## src/rtl/scfg_pkg.sv

```systemverilog
package scfg_pkg;
    // Strap defaults through the internal pulls
    localparam logic SCFG_REPEATER_DEF = 1'h0;
    localparam logic SCFG_SPEED_DEF    = 1'h1;
    localparam logic SCFG_DUPLEX_DEF   = 1'h1;
    localparam logic SCFG_ANEG_DEF  = 1'b1;
    localparam logic SCFG_PSAVE_DEF    = 1'h1;
    localparam logic SCFG_MIIS_DEF  = 1'b1;
    localparam logic SCFG_LMOD_DEF  = 1'b0;
    localparam logic SCFG_COL_DEF   = 1'b0;
    localparam logic [4:0] SCFG_ADDR_DEF = 5'h00;
    // Indicator positions
    localparam int SCFG_IND_LINK = 0;
    localparam int SCFG_IND_FDX  = 1;
    localparam int SCFG_IND_10M  = 2;
    localparam int SCFG_IND_100M = 3;
    localparam int SCFG_IND_COL  = 4;
    localparam int SCFG_IND_NUM  = 5;
    // Bit positions in the synchronised pin word
    localparam int SCFG_SYNC_W      = 14;
    localparam int SCFG_POS_ISO     = 13;
    localparam int SCFG_POS_REP     = 12;
    localparam int SCFG_POS_PSAVE   = 11;
    localparam int SCFG_POS_SPEED   = 10;
    localparam int SCFG_POS_DUPLEX  = 9;
    localparam int SCFG_POS_ANEG    = 8;
    localparam int SCFG_POS_MIF     = 7;
    localparam int SCFG_POS_LMOD    = 6;
    localparam int SCFG_POS_COL     = 5;
    localparam int SCFG_POS_ADDR_HI = 4;
    // Synchroniser fill count before the straps are taken
    localparam logic [1:0] SCFG_FILL_CYC = 2'h2;
    // Blink half period in ms and derived cycles at 250 MHz
    localparam int SCFG_CLK_KHZ        = 250000;
    localparam int SCFG_BLINK_HALF_MS  = 50;
    localparam int SCFG_BLINK_CYC      = SCFG_CLK_KHZ * SCFG_BLINK_HALF_MS;
    // Interface selection codes
    typedef enum logic [1:0] {SCFG_IF_SNI, SCFG_IF_MII, SCFG_IF_RMII} scfg_if_t;
endpackage : scfg_pkg

```

## src/rtl/scfg_strap_led.sv

```systemverilog
`timescale 1ns/100ps
module scfg_strap_led #(
    parameter int BLINK_CYC = scfg_pkg::SCFG_BLINK_CYC   // Blink half period in cycles
) (
    input  wire logic       i_clk,              // Core clock
    input  wire logic       i_arst_n,           // Chip reset, active low
    input  wire logic       i_isolate_strap,    // Isolate pin
    input  wire logic       i_repeater_strap,   // Repeater pin
    input  wire logic       i_power_save_strap, // Power save pin
    input  wire logic       i_speed_strap,      // Speed strap pin
    input  wire logic       i_duplex_strap,     // Duplex strap pin
    input  wire logic       i_autoneg_strap,    // Autoneg strap pin
    input  wire logic       i_mac_if_select_strap, // Interface select pin
    input  wire logic       i_indicator_mode_strap, // Carrier sense pin level
    input  wire logic       i_col_strap,        // Collision pin level
    input  wire logic [4:0] i_station_addr_pins, // Shared address/indicator pins in
    input  wire logic       i_link_up,          // Link status from core logic
    input  wire logic       i_link_100m,        // Link speed is 100M
    input  wire logic       i_full_duplex,      // Duplex status
    input  wire logic       i_activity,         // Transmit or receive activity
    input  wire logic       i_collision,        // Collision detected
    output logic [4:0]      o_station_addr_ind, // Indicator drive levels
    output logic [4:0]      o_station_addr_oe,  // Indicator output enables
    output logic [4:0]      o_station_addr,     // Latched station address
    output logic            o_isolate,          // Detach MAC and management
    output logic            o_repeater_mode,    // Repeater mode active
    output logic            o_power_save,       // Auto power saving active
    output logic            o_speed_100,        // Strapped speed
    output logic            o_full_duplex_cfg,  // Strapped duplex
    output logic            o_autoneg_en,       // Autoneg enabled
    output scfg_pkg::scfg_if_t o_mac_if,        // MAC interface type
    output logic            o_indicator_mode2   // Second indicator mode
);
    // Synchronisers for live and strap pins
    localparam int SW = scfg_pkg::SCFG_SYNC_W;  // Synchronised pin count
    logic [SW-1:0] sync1_reg;                   // First stage
    logic [SW-1:0] sync2_reg;                   // Second stage
    wire  [SW-1:0] pins = {i_isolate_strap, i_repeater_strap, i_power_save_strap,
                           i_speed_strap, i_duplex_strap, i_autoneg_strap,
                           i_mac_if_select_strap, i_indicator_mode_strap,
                           i_col_strap, i_station_addr_pins};

    // Two-flop pin synchroniser
    always_ff @(posedge i_clk or negedge i_arst_n) begin
        if (!i_arst_n) begin
            sync1_reg <= '0;
            sync2_reg <= '0;
        end else begin
            sync1_reg <= pins;
            sync2_reg <= sync1_reg;
        end
    end

    // Named fields of the synchronised pin word; only the second stage is read
    // The first stage may still be metastable, so nothing else looks at it
    wire       iso_s       = sync2_reg[scfg_pkg::SCFG_POS_ISO];     // Isolate, live
    wire       rep_s       = sync2_reg[scfg_pkg::SCFG_POS_REP];     // Repeater, live
    wire       psave_s     = sync2_reg[scfg_pkg::SCFG_POS_PSAVE];   // Power save, live
    wire       speed_s     = sync2_reg[scfg_pkg::SCFG_POS_SPEED];   // Speed strap
    wire       duplex_s    = sync2_reg[scfg_pkg::SCFG_POS_DUPLEX];  // Duplex strap
    wire       aneg_s      = sync2_reg[scfg_pkg::SCFG_POS_ANEG];    // Autoneg strap
    wire       mif_s       = sync2_reg[scfg_pkg::SCFG_POS_MIF];     // Interface select strap
    wire       lmod_s      = sync2_reg[scfg_pkg::SCFG_POS_LMOD];    // Indicator mode strap
    wire       strap_col_s = sync2_reg[scfg_pkg::SCFG_POS_COL];     // Collision strap
    wire [4:0] addr_s      = sync2_reg[scfg_pkg::SCFG_POS_ADDR_HI:0]; // Station address straps

    // Capture sequencing: wait for synchroniser to fill, then latch once
    logic [1:0] fill_reg;                       // Cycles since reset release
    logic       done_reg;                       // Straps latched, pins are outputs
    wire        capture = (fill_reg == scfg_pkg::SCFG_FILL_CYC) && !done_reg;

    // Count out the synchroniser latency after reset
    always_ff @(posedge i_clk or negedge i_arst_n) begin
        if (!i_arst_n) begin
            fill_reg <= 2'h0;
            done_reg <= 1'b0;
        end else begin
            if (fill_reg != scfg_pkg::SCFG_FILL_CYC) fill_reg <= fill_reg + 2'h1;
            if (capture) done_reg <= 1'b1;
        end
    end

    // Latched strap values
    logic       speed_reg, dpx_reg, an_reg, mii_reg, lmod_reg, col_reg;
    logic [4:0] addr_reg;                       // Station address

    // Take the straps once the fill is over, hold until next reset
    always_ff @(posedge i_clk or negedge i_arst_n) begin
        if (!i_arst_n) begin
            speed_reg <= scfg_pkg::SCFG_SPEED_DEF;
            dpx_reg  <= scfg_pkg::SCFG_DUPLEX_DEF;
            an_reg   <= scfg_pkg::SCFG_ANEG_DEF;
            mii_reg  <= scfg_pkg::SCFG_MIIS_DEF;
            lmod_reg <= scfg_pkg::SCFG_LMOD_DEF;
            col_reg  <= scfg_pkg::SCFG_COL_DEF;
            addr_reg <= scfg_pkg::SCFG_ADDR_DEF;
        end else if (capture) begin
            speed_reg <= speed_s;
            dpx_reg  <= duplex_s;
            an_reg   <= aneg_s;
            mii_reg  <= mif_s;
            lmod_reg <= lmod_s;
            col_reg  <= strap_col_s;
            addr_reg <= addr_s;
        end
    end

    // Live level straps
    assign o_isolate       = iso_s;
    assign o_repeater_mode = rep_s;
    assign o_power_save    = psave_s;

    // Latched configuration outputs
    assign o_speed_100       = speed_reg;
    assign o_full_duplex_cfg = dpx_reg;
    assign o_autoneg_en      = an_reg;          // Low forces strapped speed/duplex
    assign o_station_addr    = addr_reg;
    assign o_indicator_mode2 = lmod_reg;
    assign o_mac_if = col_reg ? scfg_pkg::SCFG_IF_RMII :
                      (mii_reg ? scfg_pkg::SCFG_IF_MII : scfg_pkg::SCFG_IF_SNI);

    // Blink divider, runs only while activity or collision is present
    logic [31:0] bcnt_reg;                      // Half period counter
    logic        blink_reg;                     // Blink phase
    wire         act_s  = i_activity;
    wire         col_s  = i_collision;
    wire         busy   = act_s || col_s;
    wire         b_tick = (bcnt_reg == 32'(BLINK_CYC - 1));

    // Toggle blink phase at the fixed rate
    always_ff @(posedge i_clk or negedge i_arst_n) begin
        if (!i_arst_n) begin
            bcnt_reg  <= 32'h0;
            blink_reg <= 1'b0;
        end else if (!busy) begin
            bcnt_reg  <= 32'h0;
            blink_reg <= 1'b0;
        end else if (b_tick) begin
            bcnt_reg  <= 32'h0;
            blink_reg <= ~blink_reg;
        end else begin
            bcnt_reg  <= bcnt_reg + 32'h1;
        end
    end

    // Indicator functions, active high before polarity
    wire act_on   = act_s && blink_reg;         // Blank phase while traffic
    wire col_on   = col_s && blink_reg;
    wire l10      = i_link_up && !i_link_100m;
    wire l100     = i_link_up && i_link_100m;
    wire [4:0] m1 = {i_collision,
                     l100 && !act_on, l10 && !act_on,
                     i_full_duplex, i_link_up};
    wire [4:0] m2 = {1'b0, l100, l10,
                     (i_full_duplex || col_s) && !col_on,
                     i_link_up && !act_on};
    wire [4:0] ind_fn = lmod_reg ? m2 : m1;
    logic [4:0] ind_reg;                        // Registered pin levels

    // Apply per-pin polarity from latched address
    always_ff @(posedge i_clk or negedge i_arst_n) begin
        if (!i_arst_n) ind_reg <= 5'h00;
        else           ind_reg <= ind_fn ^ addr_reg;
    end

    assign o_station_addr_ind = ind_reg;
    assign o_station_addr_oe  = {5{done_reg}};

    // Checks
    // Indicator checks wait one cycle past capture, so the new polarity has settled
    a_strap_hold: assert property (@(posedge i_clk) disable iff (!i_arst_n)
        done_reg |=> $stable(addr_reg) && $stable(speed_reg)) else $error("strap changed");
    a_pins_driven: assert property (@(posedge i_clk) disable iff (!i_arst_n)
        done_reg |-> o_station_addr_oe == 5'h1F) else $error("pins not driven");
    a_cfg_default: assert property (@(posedge i_clk) disable iff (!i_arst_n)
        !done_reg |-> o_speed_100 == scfg_pkg::SCFG_SPEED_DEF) else $error("speed default");
    a_pins_input: assert property (@(posedge i_clk) disable iff (!i_arst_n)
        !done_reg |-> o_station_addr_oe == 5'h00) else $error("pins driven early");
    a_pol_idle: assert property (@(posedge i_clk) disable iff (!i_arst_n)
        done_reg && $past(done_reg) && $past(ind_fn) == 5'h00 |-> ind_reg == addr_reg)
        else $error("polarity wrong");
    a_if_rmii: assert property (@(posedge i_clk) disable iff (!i_arst_n)
        col_reg |-> o_mac_if == scfg_pkg::SCFG_IF_RMII) else $error("rmii select");
    // Live strap follows its pin two cycles late, checked once the fill is over
    a_isolate: assert property (@(posedge i_clk) disable iff (!i_arst_n)
        done_reg |-> o_isolate == $past(i_isolate_strap, 2)) else $error("isolate lag");
    a_m2_unused: assert property (@(posedge i_clk) disable iff (!i_arst_n)
        lmod_reg && $past(lmod_reg) |-> ind_reg[4] == addr_reg[4]) else $error("ind4 used");
    a_m1_link: assert property (@(posedge i_clk) disable iff (!i_arst_n)
        done_reg && $past(done_reg) && !lmod_reg && $past(i_link_up)
        |-> ind_reg[0] != addr_reg[0]) else $error("link off");
    a_m1_collision: assert property (@(posedge i_clk) disable iff (!i_arst_n)
        done_reg && $past(done_reg) && !lmod_reg && $past(i_collision)
        |-> ind_reg[4] != addr_reg[4]) else $error("collision off");
    // Collision lights the duplex pin in mode two outside the blank phase
    a_m2_dpx_col: assert property (@(posedge i_clk) disable iff (!i_arst_n)
        done_reg && $past(done_reg) && lmod_reg && $past(i_collision) && !$past(blink_reg)
        |-> ind_reg[1] != addr_reg[1]) else $error("duplex collision off");
    a_blink_idle: assert property (@(posedge i_clk) disable iff (!i_arst_n)
        !busy |=> !blink_reg && bcnt_reg == 32'h0) else $error("blink not reset");
    a_capture_once: assert property (@(posedge i_clk) disable iff (!i_arst_n)
        capture |=> done_reg && addr_reg == $past(sync2_reg[4:0])) else $error("capture");
endmodule : scfg_strap_led
```

## config.mk

```make
export PLATFORM = sky130hd
export DESIGN_NAME = scfg_strap_led
export DESIGN_NICKNAME = d
export VERILOG_FILES = /design/src/rtl/scfg_pkg.sv /design/src/rtl/scfg_strap_led.sv
export SDC_FILE = /design/constraint.sdc
export NUM_CORES = 1
export LEC_CHECK = 0
export ABC_AREA = 1
export BUFFER_PORTS_ARGS = -buffer_cell sky130_fd_sc_hd__buf_2
export CORE_MARGIN = 2
export CORE_UTILIZATION = 35
export CTS_CLUSTER_SIZE = 12
export DETAILED_ROUTE_END_ITERATION = 8
export GPL_TIMING_DRIVEN = 0
export PLACE_DENSITY_LB_ADDON = 0.12
export REMOVE_ABC_BUFFERS = 1
export SYNTH_ARGS = -nofsm -noshare
export SYNTH_HDL_FRONTEND = slang
export SYNTH_SLANG_ARGS = --single-unit
export TNS_END_PERCENT = 1
```

## constraint.sdc

```tcl
create_clock -name i_clk -period 2.05 [get_ports i_clk]
set_input_delay 0.3075 -clock i_clk [delete_from_list [all_inputs] [get_ports i_clk]]
set_output_delay 0.3075 -clock i_clk [all_outputs]
set_load 0.01 [all_outputs]
```

# == Word-level counts from Yosys, hierarchy flattened ==
# Index checks and enable logic that the tools add are counted.
# word_totals
register_bits,80
wordCells,44
output_inout_bits,24
in_bits,21
# op_classes
muxes,7
n_reduce_logical,15
bitwise,2
n_eq_ne,4
add_sub_neg,2
# ops
op,count
$mux 32,2
$add 32x1->32 const B,1
$eq 32x24->1 const B,1
$logic_and 1x1->1,9
$mux 5,1
$xor 5x5->5,1
$logic_not 1->1,4
$mux 1,3
$add 2x1->2 const B,1
$eq 2x2->1 const B,1
$logic_or 1x1->1,2
$mux 2,1
$ne 2x1->1 const B,1
$ne 2x2->1 const B,1
$not 1->1,1

# == Longest topological paths before layout ==
# Gate-level depths: netlist of run 1.
# depth
depth_word,5
depth_mapped,9
mapped_depth_nobuf,9

# == Worst setup path before layout of run 1 ==
# No wires, ideal clock.
# synth_path
kind,reg-to-reg
start,reg bcnt_reg[0]
end,reg bcnt_reg[13]
t_required_ps,1931
path_buffers,1
period_less_slack_ps,1447
setup_time_ps,119
path_stages_with_launch,10
arrival_time_ps,1329
slack_ps,603
cell_sequence,dfrtp_1 > ha_1 > inv_2 > nor2_4 > nand3_1 > nor2_1 > nand2_1 > nand2_4 > buf_6 > nor2_1
# synth_via
elab_chain_len,3
word_cells_on_any_way,4
classes_between,1 x add/sub; 1 x eq/ne; 2 x mux
# synth_rtl
element,line_no,text
from (decl),scfg_strap_led.sv:123,logic [31:0] bcnt_reg;
from (signal assigned),scfg_strap_led.sv:142,bcnt_reg <= bcnt_reg + 32'h1;
$add 32x1->32 / $eq 32x24->1 (equally long branches),"scfg_strap_led.sv:142, scfg_strap_led.sv:128",
$mux 32 (*),scfg_strap_led.sv:138,end else if (b_tick) begin
$mux 32 (*),scfg_strap_led.sv:135,end else if (!busy) begin
# Mark *: on every way between the ends. The rest lies on a longest branch, timed or not.
# A chain may end at the register's enable or synchronous reset.

# == Final worst setup path of run 1 ==
# layout_path
start,reg bcnt_reg[0]
end,reg bcnt_reg[10]
# The elaborated chain is that of the path after synthesis.

==> impl_metrics.tcl, run 1 <==
set metrics [dict create \
    cell_types_with_the_largest_area_share_after_synthesis "sky130_fd_sc_hd__dfrtp_1 54%, sky130_fd_sc_hd__nand2_1 11%, sky130_fd_sc_hd__nor2_1 8.5%, sky130_fd_sc_hd__inv_1 3.9%, sky130_fd_sc_hd__nand3_1 3.7%" \
    grt_max_degree 62 \
    synth.largest_area_cell "sky130_fd_sc_hd__dfrtp_1" \
    antenna-diode-count 0 \
    final_cell_count_no_fill 581 \
    design.final.nets 466 \
    insertion_delay_ps 360 \
    rsz0062_at_grt "no" \
    floorplan.die_area_um2 10900 \
    synth-async-reset-ratio 1.00 \
    floorplan.initialDensity 0.361 \
    setup_viol_count_final 0 \
    via_count_of_the_first_global_routing_pass 2729 \
    antenna_found_initial 0 \
    globalplace.congestion 0.824 \
    rr_endpoint "bcnt_reg[10]" \
    synth_enable_flop_cells 0 \
    min_period_ps 1730 \
    min-delay-path-class "in -> reg" \
    switching_power_mw 0.839 \
    worstReg2RegStart "bcnt_reg[0]" \
    largest_register_ffs 32 \
    drt_pass1_iterations 4 \
    clock_skew_ps 17.3 \
    vdd_ir_drop_max_uv 356 \
    seq_area_frac_synth 0.569 \
    wirelength_um 7270 \
    syn2layout_area_growth_pct 15.4 \
    maxClockFrequency_mhz 580 \
    number_of_flip_flops_and_latches_in_the_synthesized_netlist 80 \
    hold_depth 1 \
    die_height_um 104 \
    critPathLaunchType "flip-flop" \
    run_status "finished clean" \
    min_delay_worst_endpoint "sync1_reg[12]" \
    transition_time_at_the_pin_with_the_least_slew_margin_ps 872 \
    syn-mean-instance-area_um2 8.91 \
    synth.most_common_cell "sky130_fd_sc_hd__nand2_1" \
    num_vias 2566 \
    pwr-share-seq 0.562 \
    slew_violations 0 \
    relSlewSlack 0.418 \
    num_rows 36 \
    synth_commonest_cells "102 x sky130_fd_sc_hd__nand2_1, 80 x sky130_fd_sc_hd__nor2_1, 76 x sky130_fd_sc_hd__dfrtp_1, 37 x sky130_fd_sc_hd__inv_1, 26 x sky130_fd_sc_hd__nand3_1" \
    comb_power_share 0.072 \
    drt-initial-drc-count 90 \
    hold_violations 0 \
    cts_root_buffer "sky130_fd_sc_hd__clkbuf_8" \
    worstSetupEndpointType "flip-flop" \
    placement.cell_area_um2 3880 \
    yosys.area.top_type_share 0.539 \
    internal-power_mw 2.22 \
    synth.yosys.warnings 0 \
    min_from "i_repeater_strap" \
    tritoncts.num_buffers 9 \
    layout_worst_path_cycle_share 0.842 \
    htreeDepth 3 \
    crit_fanout 15 \
    dp.final_hpwl_um 5270 \
    detail_route.vias_per_cell 4.42 \
    ant_nets 0 \
    remaining_design_rule_violation_count 0 \
    power.leakage_nw 1.80 \
    worstPathArrival_ps 1960 \
    worstPathRequired_ps 2290 \
    grt_use_total 0.148 \
    area_of_the_core_region_um2 9770 \
    chipWidth_um 104 \
    route.detailed.wl_per_inst_um 12.5 \
    postSynthCellCount 396 \
    clkTransAtPathRegs_ps 90 \
    netlist-cell-type-count 26 \
    grt_overflow 0 \
    n_fill_cell 1027 \
    netlist_area_um2 3530 \
    timing.setup.critical_path_class "reg -> reg" \
    rrSetupSlack_ps 320 \
    power.switching_fraction 0.275 \
    postSynth.topFlopCell "sky130_fd_sc_hd__dfrtp_1" \
    io_buffer_count 44 \
    cts_tree "yes" \
    placed_cells_incl_taps 564 \
    cts-root-to-sink-buffers 2 \
    timing.max_cap.violations 0 \
    grt_pass1_wl_um 12800 \
    pwr_density_cell_nw_per_um2 750 \
    r2r.worst_path.cells 8 \
    layout.cell_area.non_filler_um2 4070 \
    drive_above_1_share 0.210 \
    p_clk_frac 0.366 \
    io-pin-count 45 \
    clkSinkCount 80 \
]
==> routing by layer <==
layer | track usage | up-vias | part of all wire
met2 | 0.238 | 36 | 0.48
met3 | 0.0363 | 13 | 0.026
met5 | 0 | - | 0
li1 | - | 1300 | -
met4 | 0.0685 | 0 | 0.024
met1 | 0.188 | 1217 | 0.47
==> cell usage in the layout (no fill, tap or decap), types with 2 or more instances in the layout <==
master                       instances
sky130_fd_sc_hd__clkbuf_8            9
sky130_fd_sc_hd__a21oi_1             4
sky130_fd_sc_hd__o21ai_0             3
sky130_fd_sc_hd__buf_2              43
sky130_fd_sc_hd__nand2_1           102
sky130_fd_sc_hd__inv_6               3
sky130_fd_sc_hd__ha_1                2
sky130_fd_sc_hd__nor2_4              4
sky130_fd_sc_hd__xnor2_1            11
sky130_fd_sc_hd__nand3_1            26
sky130_fd_sc_hd__mux2_2              9
sky130_fd_sc_hd__nor2_2              9
sky130_fd_sc_hd__nand3b_1            2
sky130_fd_sc_hd__dfstp_2             4
sky130_fd_sc_hd__nor2_1             79
sky130_fd_sc_hd__clkinvlp_4          2
sky130_fd_sc_hd__xor2_1              7
sky130_fd_sc_hd__dfrtp_1            76
sky130_fd_sc_hd__nand2_2             5
sky130_fd_sc_hd__inv_1              37
==> logic make-up after synthesis <==
logic type | synth area share
DFF | 0.569
muxes | 0.0287
adders and majority gates | 0.00709
buffers and inverters | 0.0603
xor gates and xnor gates | 0.0447
AOI/OAI and AO/OA | 0.00992
and+or+nand+nor | 0.281
==> cell type report <==
cell class,count,area [µm²],area share
Sequential cell,80,2010,0.493
Multi-Input combinational cell,268,1310,0.322
Timing Repair Buffer,46,260,0.0639
Tap cell,133,166,0.0408
Inverter,38,143,0.0350
Clock buffer,9,124,0.0304
Clock inverter,7,61.3,0.0150
==> power groups by stage <==
stage	Sequential, mW	Combinational, mW	Clock [mW]
4_1_cts	1.72	0.228	1.17
2_1_floorplan	1.75	0.106	0
3_5_place_dp	1.75	0.226	0
5_1_grt	1.73	0.256	1.23
6_report	1.72	0.220	1.12
3_3_place_gp	1.75	0.215	0
==> critical path, cell delays in order (launching register included) <==
cell and delay, ps:
sky130_fd_sc_hd__dfrtp_1 430, sky130_fd_sc_hd__ha_1 270, sky130_fd_sc_hd__inv_2 80, sky130_fd_sc_hd__nor2_4 140, sky130_fd_sc_hd__nand3_1 90, sky130_fd_sc_hd__nor2_1 150
sky130_fd_sc_hd__nand2_1 150, sky130_fd_sc_hd__nand2_4 210, sky130_fd_sc_hd__nor2_1 80
==> per-stage QoR <==
stage               power (mW)  setup TNS, ps  setup WS, ps  utilization  hold WS [ps]
global placement          1.96          -3680          -254        0.393           332
finish                    3.05              0           325        0.417          45.4
floorplan                 1.86              0           525            -          11.9
CTS                       3.12              0           302        0.417          22.9
global route              3.22              0           142        0.417          10.5
detailed placement        1.98              0           207        0.397           235
==> worst max path at each step <==
stage / cells after the start / slack, ps / endpoint / start
after floorplan: 4 / 520 / bcnt_reg[10] / i_activity
after global placement: 5 / -250 / bcnt_reg[10] / i_activity
after detailed placement: 5 / 210 / bcnt_reg[10] / i_activity
after CTS: 8 / 300 / bcnt_reg[12] / bcnt_reg[0]
after global routing: 8 / 140 / bcnt_reg[12] / bcnt_reg[0]
final: 8 / 320 / bcnt_reg[10] / bcnt_reg[0]
==> what timing repair did <==
| action | in CTS | in global routing |
|---|---|---|
| hold buffers | 1 | 0 |
| resized for setup | 0 | 0 |
| endpoints found under the setup margin | 0 | 0 |
| setup buffers | 0 | 0 |
| hold endpoints to repair | 19 | 0 |
(Power assumes the default switching activity.)
==> run 2: changes to the inputs <==
- ABC_AREA: 1 -> 0
- clock period: 2.05 -> 1.7 ns (I/O delays scaled with it)
==> impl_metrics.tcl, run 2 <==
set metrics [dict create \
    worstPathRequired_ps 1890 \
    remaining_design_rule_violation_count 0 \
    syn-mean-instance-area_um2 11.8 \
    pwr_density_cell_nw_per_um2 966 \
    min-delay-path-class "in -> reg" \
    fin_ws_ps -169 \
    timing.setup.critical_path_class "reg -> reg" \
    cell_types_with_the_largest_area_share_after_synthesis "sky130_fd_sc_hd__dfrtp_1 58%, sky130_fd_sc_hd__nor2_1 4.4%, sky130_fd_sc_hd__xnor2_1 4.3%, sky130_fd_sc_hd__xor2_1 4.3%, sky130_fd_sc_hd__mux2_2 3.8%" \
    num_vias 2226 \
    synth_compound_area_frac 0.0300 \
    cts_tree "yes" \
    synth-async-reset-ratio 1.00 \
    min_period_ps 1870 \
    io-pin-count 45 \
    clock_skew_ps 7.62 \
    grt_overflow 0 \
    synth_adder_area_share 0.00769 \
    netlist-cell-type-count 43 \
    failed_checks "setup timing" \
    worstSetupEndpointType "flip-flop" \
    drive_above_1_share 0.322 \
    floorplan.initialDensity 0.357 \
    drt_pass1_iterations 4 \
    mostFrequentLayoutCell "sky130_fd_sc_hd__dfrtp_1" \
    setup.worst_path.start "bcnt_reg[19]" \
    clkSinkCount 80 \
    largest_register_ffs 32 \
    finalHoldWorstSlack_ps 23.5 \
    met2_length_um 3100 \
    cts-root-to-sink-buffers 2 \
    antenna_found_initial 0 \
    clkTransAtPathRegs_ps 80 \
    synth_commonest_cells "76 x sky130_fd_sc_hd__dfrtp_1, 38 x sky130_fd_sc_hd__nor2_1, 18 x sky130_fd_sc_hd__nand2_1, 16 x sky130_fd_sc_hd__xnor2_1, 16 x sky130_fd_sc_hd__xor2_1" \
    tritoncts.num_buffers 9 \
    hold_violations 0 \
    power.leakage_nw 1.82 \
    slew_violations 0 \
    netlist_area_um2 3250 \
    globalplace.congestion 0.733 \
    num_rows 35 \
    dp.final_hpwl_um 4200 \
    io_buffer_count 44 \
    via_count_of_the_first_global_routing_pass 2245 \
    fin_total_pwr_mw 3.96 \
    final_cell_count_no_fill 459 \
    yosys.area_share.simple 0.190 \
    synth-xor-area-share 0.0861 \
    antenna-diode-count 0 \
    design.final.nets 366 \
    synthMuxAreaShare 0.0381 \
    synth.yosys.warnings 0 \
    postSynth.topFlopCell "sky130_fd_sc_hd__dfrtp_1" \
    syn2layout_area_growth_pct 25.9 \
    transition_time_at_the_pin_with_the_least_slew_margin_ps 1000 \
    relSlewSlack 0.329 \
    crit_fanout 5 \
    ant_nets 0 \
    rsz0062_at_grt "yes" \
    drt-initial-drc-count 86 \
    maxClockFrequency_mhz 535 \
    worstReg2RegStart "bcnt_reg[19]" \
    grt_use_total 0.143 \
    htreeDepth 3 \
    synth.largest_area_cell "sky130_fd_sc_hd__dfrtp_1" \
    yosys.area.top_type_share 0.584 \
    number_of_flip_flops_and_latches_in_the_synthesized_netlist 80 \
    die_height_um 100 \
    rrSetupSlack_ps -170 \
    routed.top_layer "met4" \
    postSynthCellCount 275 \
    cp-endpoint "blink_reg" \
    dominant_combinational_cell_family_by_area_after_synthesis "simple AND/OR/NAND/NOR gates" \
    wirelength_um 6560 \
    insertion_delay_ps 350 \
    timing.max_cap.violations 0 \
    detailroute.wirelength.met3_um 256 \
    worstPathArrival_ps 2060 \
    route.detailed.wl_per_inst_um 14.3 \
    r2r.worst_path.cells 6 \
    area_of_the_core_region_um2 9110 \
    chipWidth_um 100 \
    placed_cells_incl_taps 417 \
    seq_area_frac_synth 0.617 \
    mostFrequentLayoutCells "74 x sky130_fd_sc_hd__dfrtp_1, 43 x sky130_fd_sc_hd__buf_2, 37 x sky130_fd_sc_hd__nor2_1, 17 x sky130_fd_sc_hd__nand2_1, 16 x sky130_fd_sc_hd__xor2_1" \
    synth.most_common_cell "sky130_fd_sc_hd__dfrtp_1" \
    vdd_ir_drop_max_uv 465 \
    grt_pass1_wl_um 11200 \
    setup_viol_count_final 26 \
    critPathLaunchType "flip-flop" \
    synth_enable_flop_cells 0 \
    layout_worst_path_cycle_share 1.10 \
    detail_route.vias_per_cell 4.85 \
    rr_endpoint "blink_reg" \
    grt_max_degree 55 \
    cts_root_buffer "sky130_fd_sc_hd__clkbuf_8" \
    floorplan.die_area_um2 10100 \
    run_status "finished, violations left" \
    wl_met1_um 3150 \
]
## run 2: cell types whose count changed after synthesis, sizes merged, moves of 5 or more
| cell | change |
|---|---|
| nor4 | +8 |
| inv | -33 |
| xor2 | +9 |
| nand2 | -90 |
| nand3 | -16 |
| xnor2 | +5 |
| nor3 | +6 |
| nand4 | +12 |
| and4 | +5 |
| nor2 | -54 |
## run 2: cell families after synthesis
group	after synthesis
compound gates	14
xor+xnor	32
fa+ha+maj	2
buf+inv	19
flops	80
mux	11
simple gates	117
## run 2: per-stage QoR
step	setup slack [ps]	instance area, µm²	utilization	setup TNS, ps
after detailed placement	-991	3560	0.391	-27650
after global placement	-972	3530	0.387	-48800
after floorplan	-329	3170	-	-7550
after global routing	-260	4100	0.450	-5530
after CTS	-222	4010	0.440	-4660
final	-169	4100	0.450	-2750
## run 2: layer usage
layer | GRT usage | vias up
met1 | 0.194 | 1102
met4 | 0.0348 | 0
met3 | 0.0467 | 2
met2 | 0.225 | 40
met5 | 0 | -
li1 | - | 1082
## run 2: how the worst min path moves through the flow
| stage | start | endpoint | depth (start not counted) |
|---|---|---|---|
| floorplan | i_arst_n | bcnt_reg[0] | 0 |
| global placement | sync1_reg[3] | sync2_reg[3] | 0 |
| detailed placement | i_arst_n | fill_reg[0] | 1 |
| CTS | i_station_addr_pins[3] | sync1_reg[3] | 1 |
| global route | i_station_addr_pins[2] | sync1_reg[2] | 1 |
| finish | i_station_addr_pins[2] | sync1_reg[2] | 1 |
## run 2: final cells by class
type                            count  area [µm²]
Clock inverter                      6        97.6
Clock buffer                       10         138
Timing Repair Buffer               68         458
Fill cell                         879        5010
Multi-Input combinational cell    179        1240
Inverter                            5        18.8
Sequential cell                    80        2010
Tap cell                          111         139
## run 2: where the power goes
group	internal, mW	switching (mW)
Combinational	0.135	0.143
Sequential	2.00	0.0558
Clock	0.894	0.730
## run 2: critical path, stage by stage, from the launching register on
cell                      delay (ps)
sky130_fd_sc_hd__dfrtp_1         400
sky130_fd_sc_hd__nand4_1         150
sky130_fd_sc_hd__or4_4           480
sky130_fd_sc_hd__nor4_4          360
sky130_fd_sc_hd__buf_4           190
sky130_fd_sc_hd__xnor2_2         100
sky130_fd_sc_hd__nor2_1           50
## run 2: what timing repair did
action,in CTS,in global routing
gates resized for setup,16,9
endpoints found under the setup margin,42,31
hold buffers,13,1
setup buffers,3,6
pin swaps,15,3
endpoints found under the hold margin,38,1
cloned,2,1
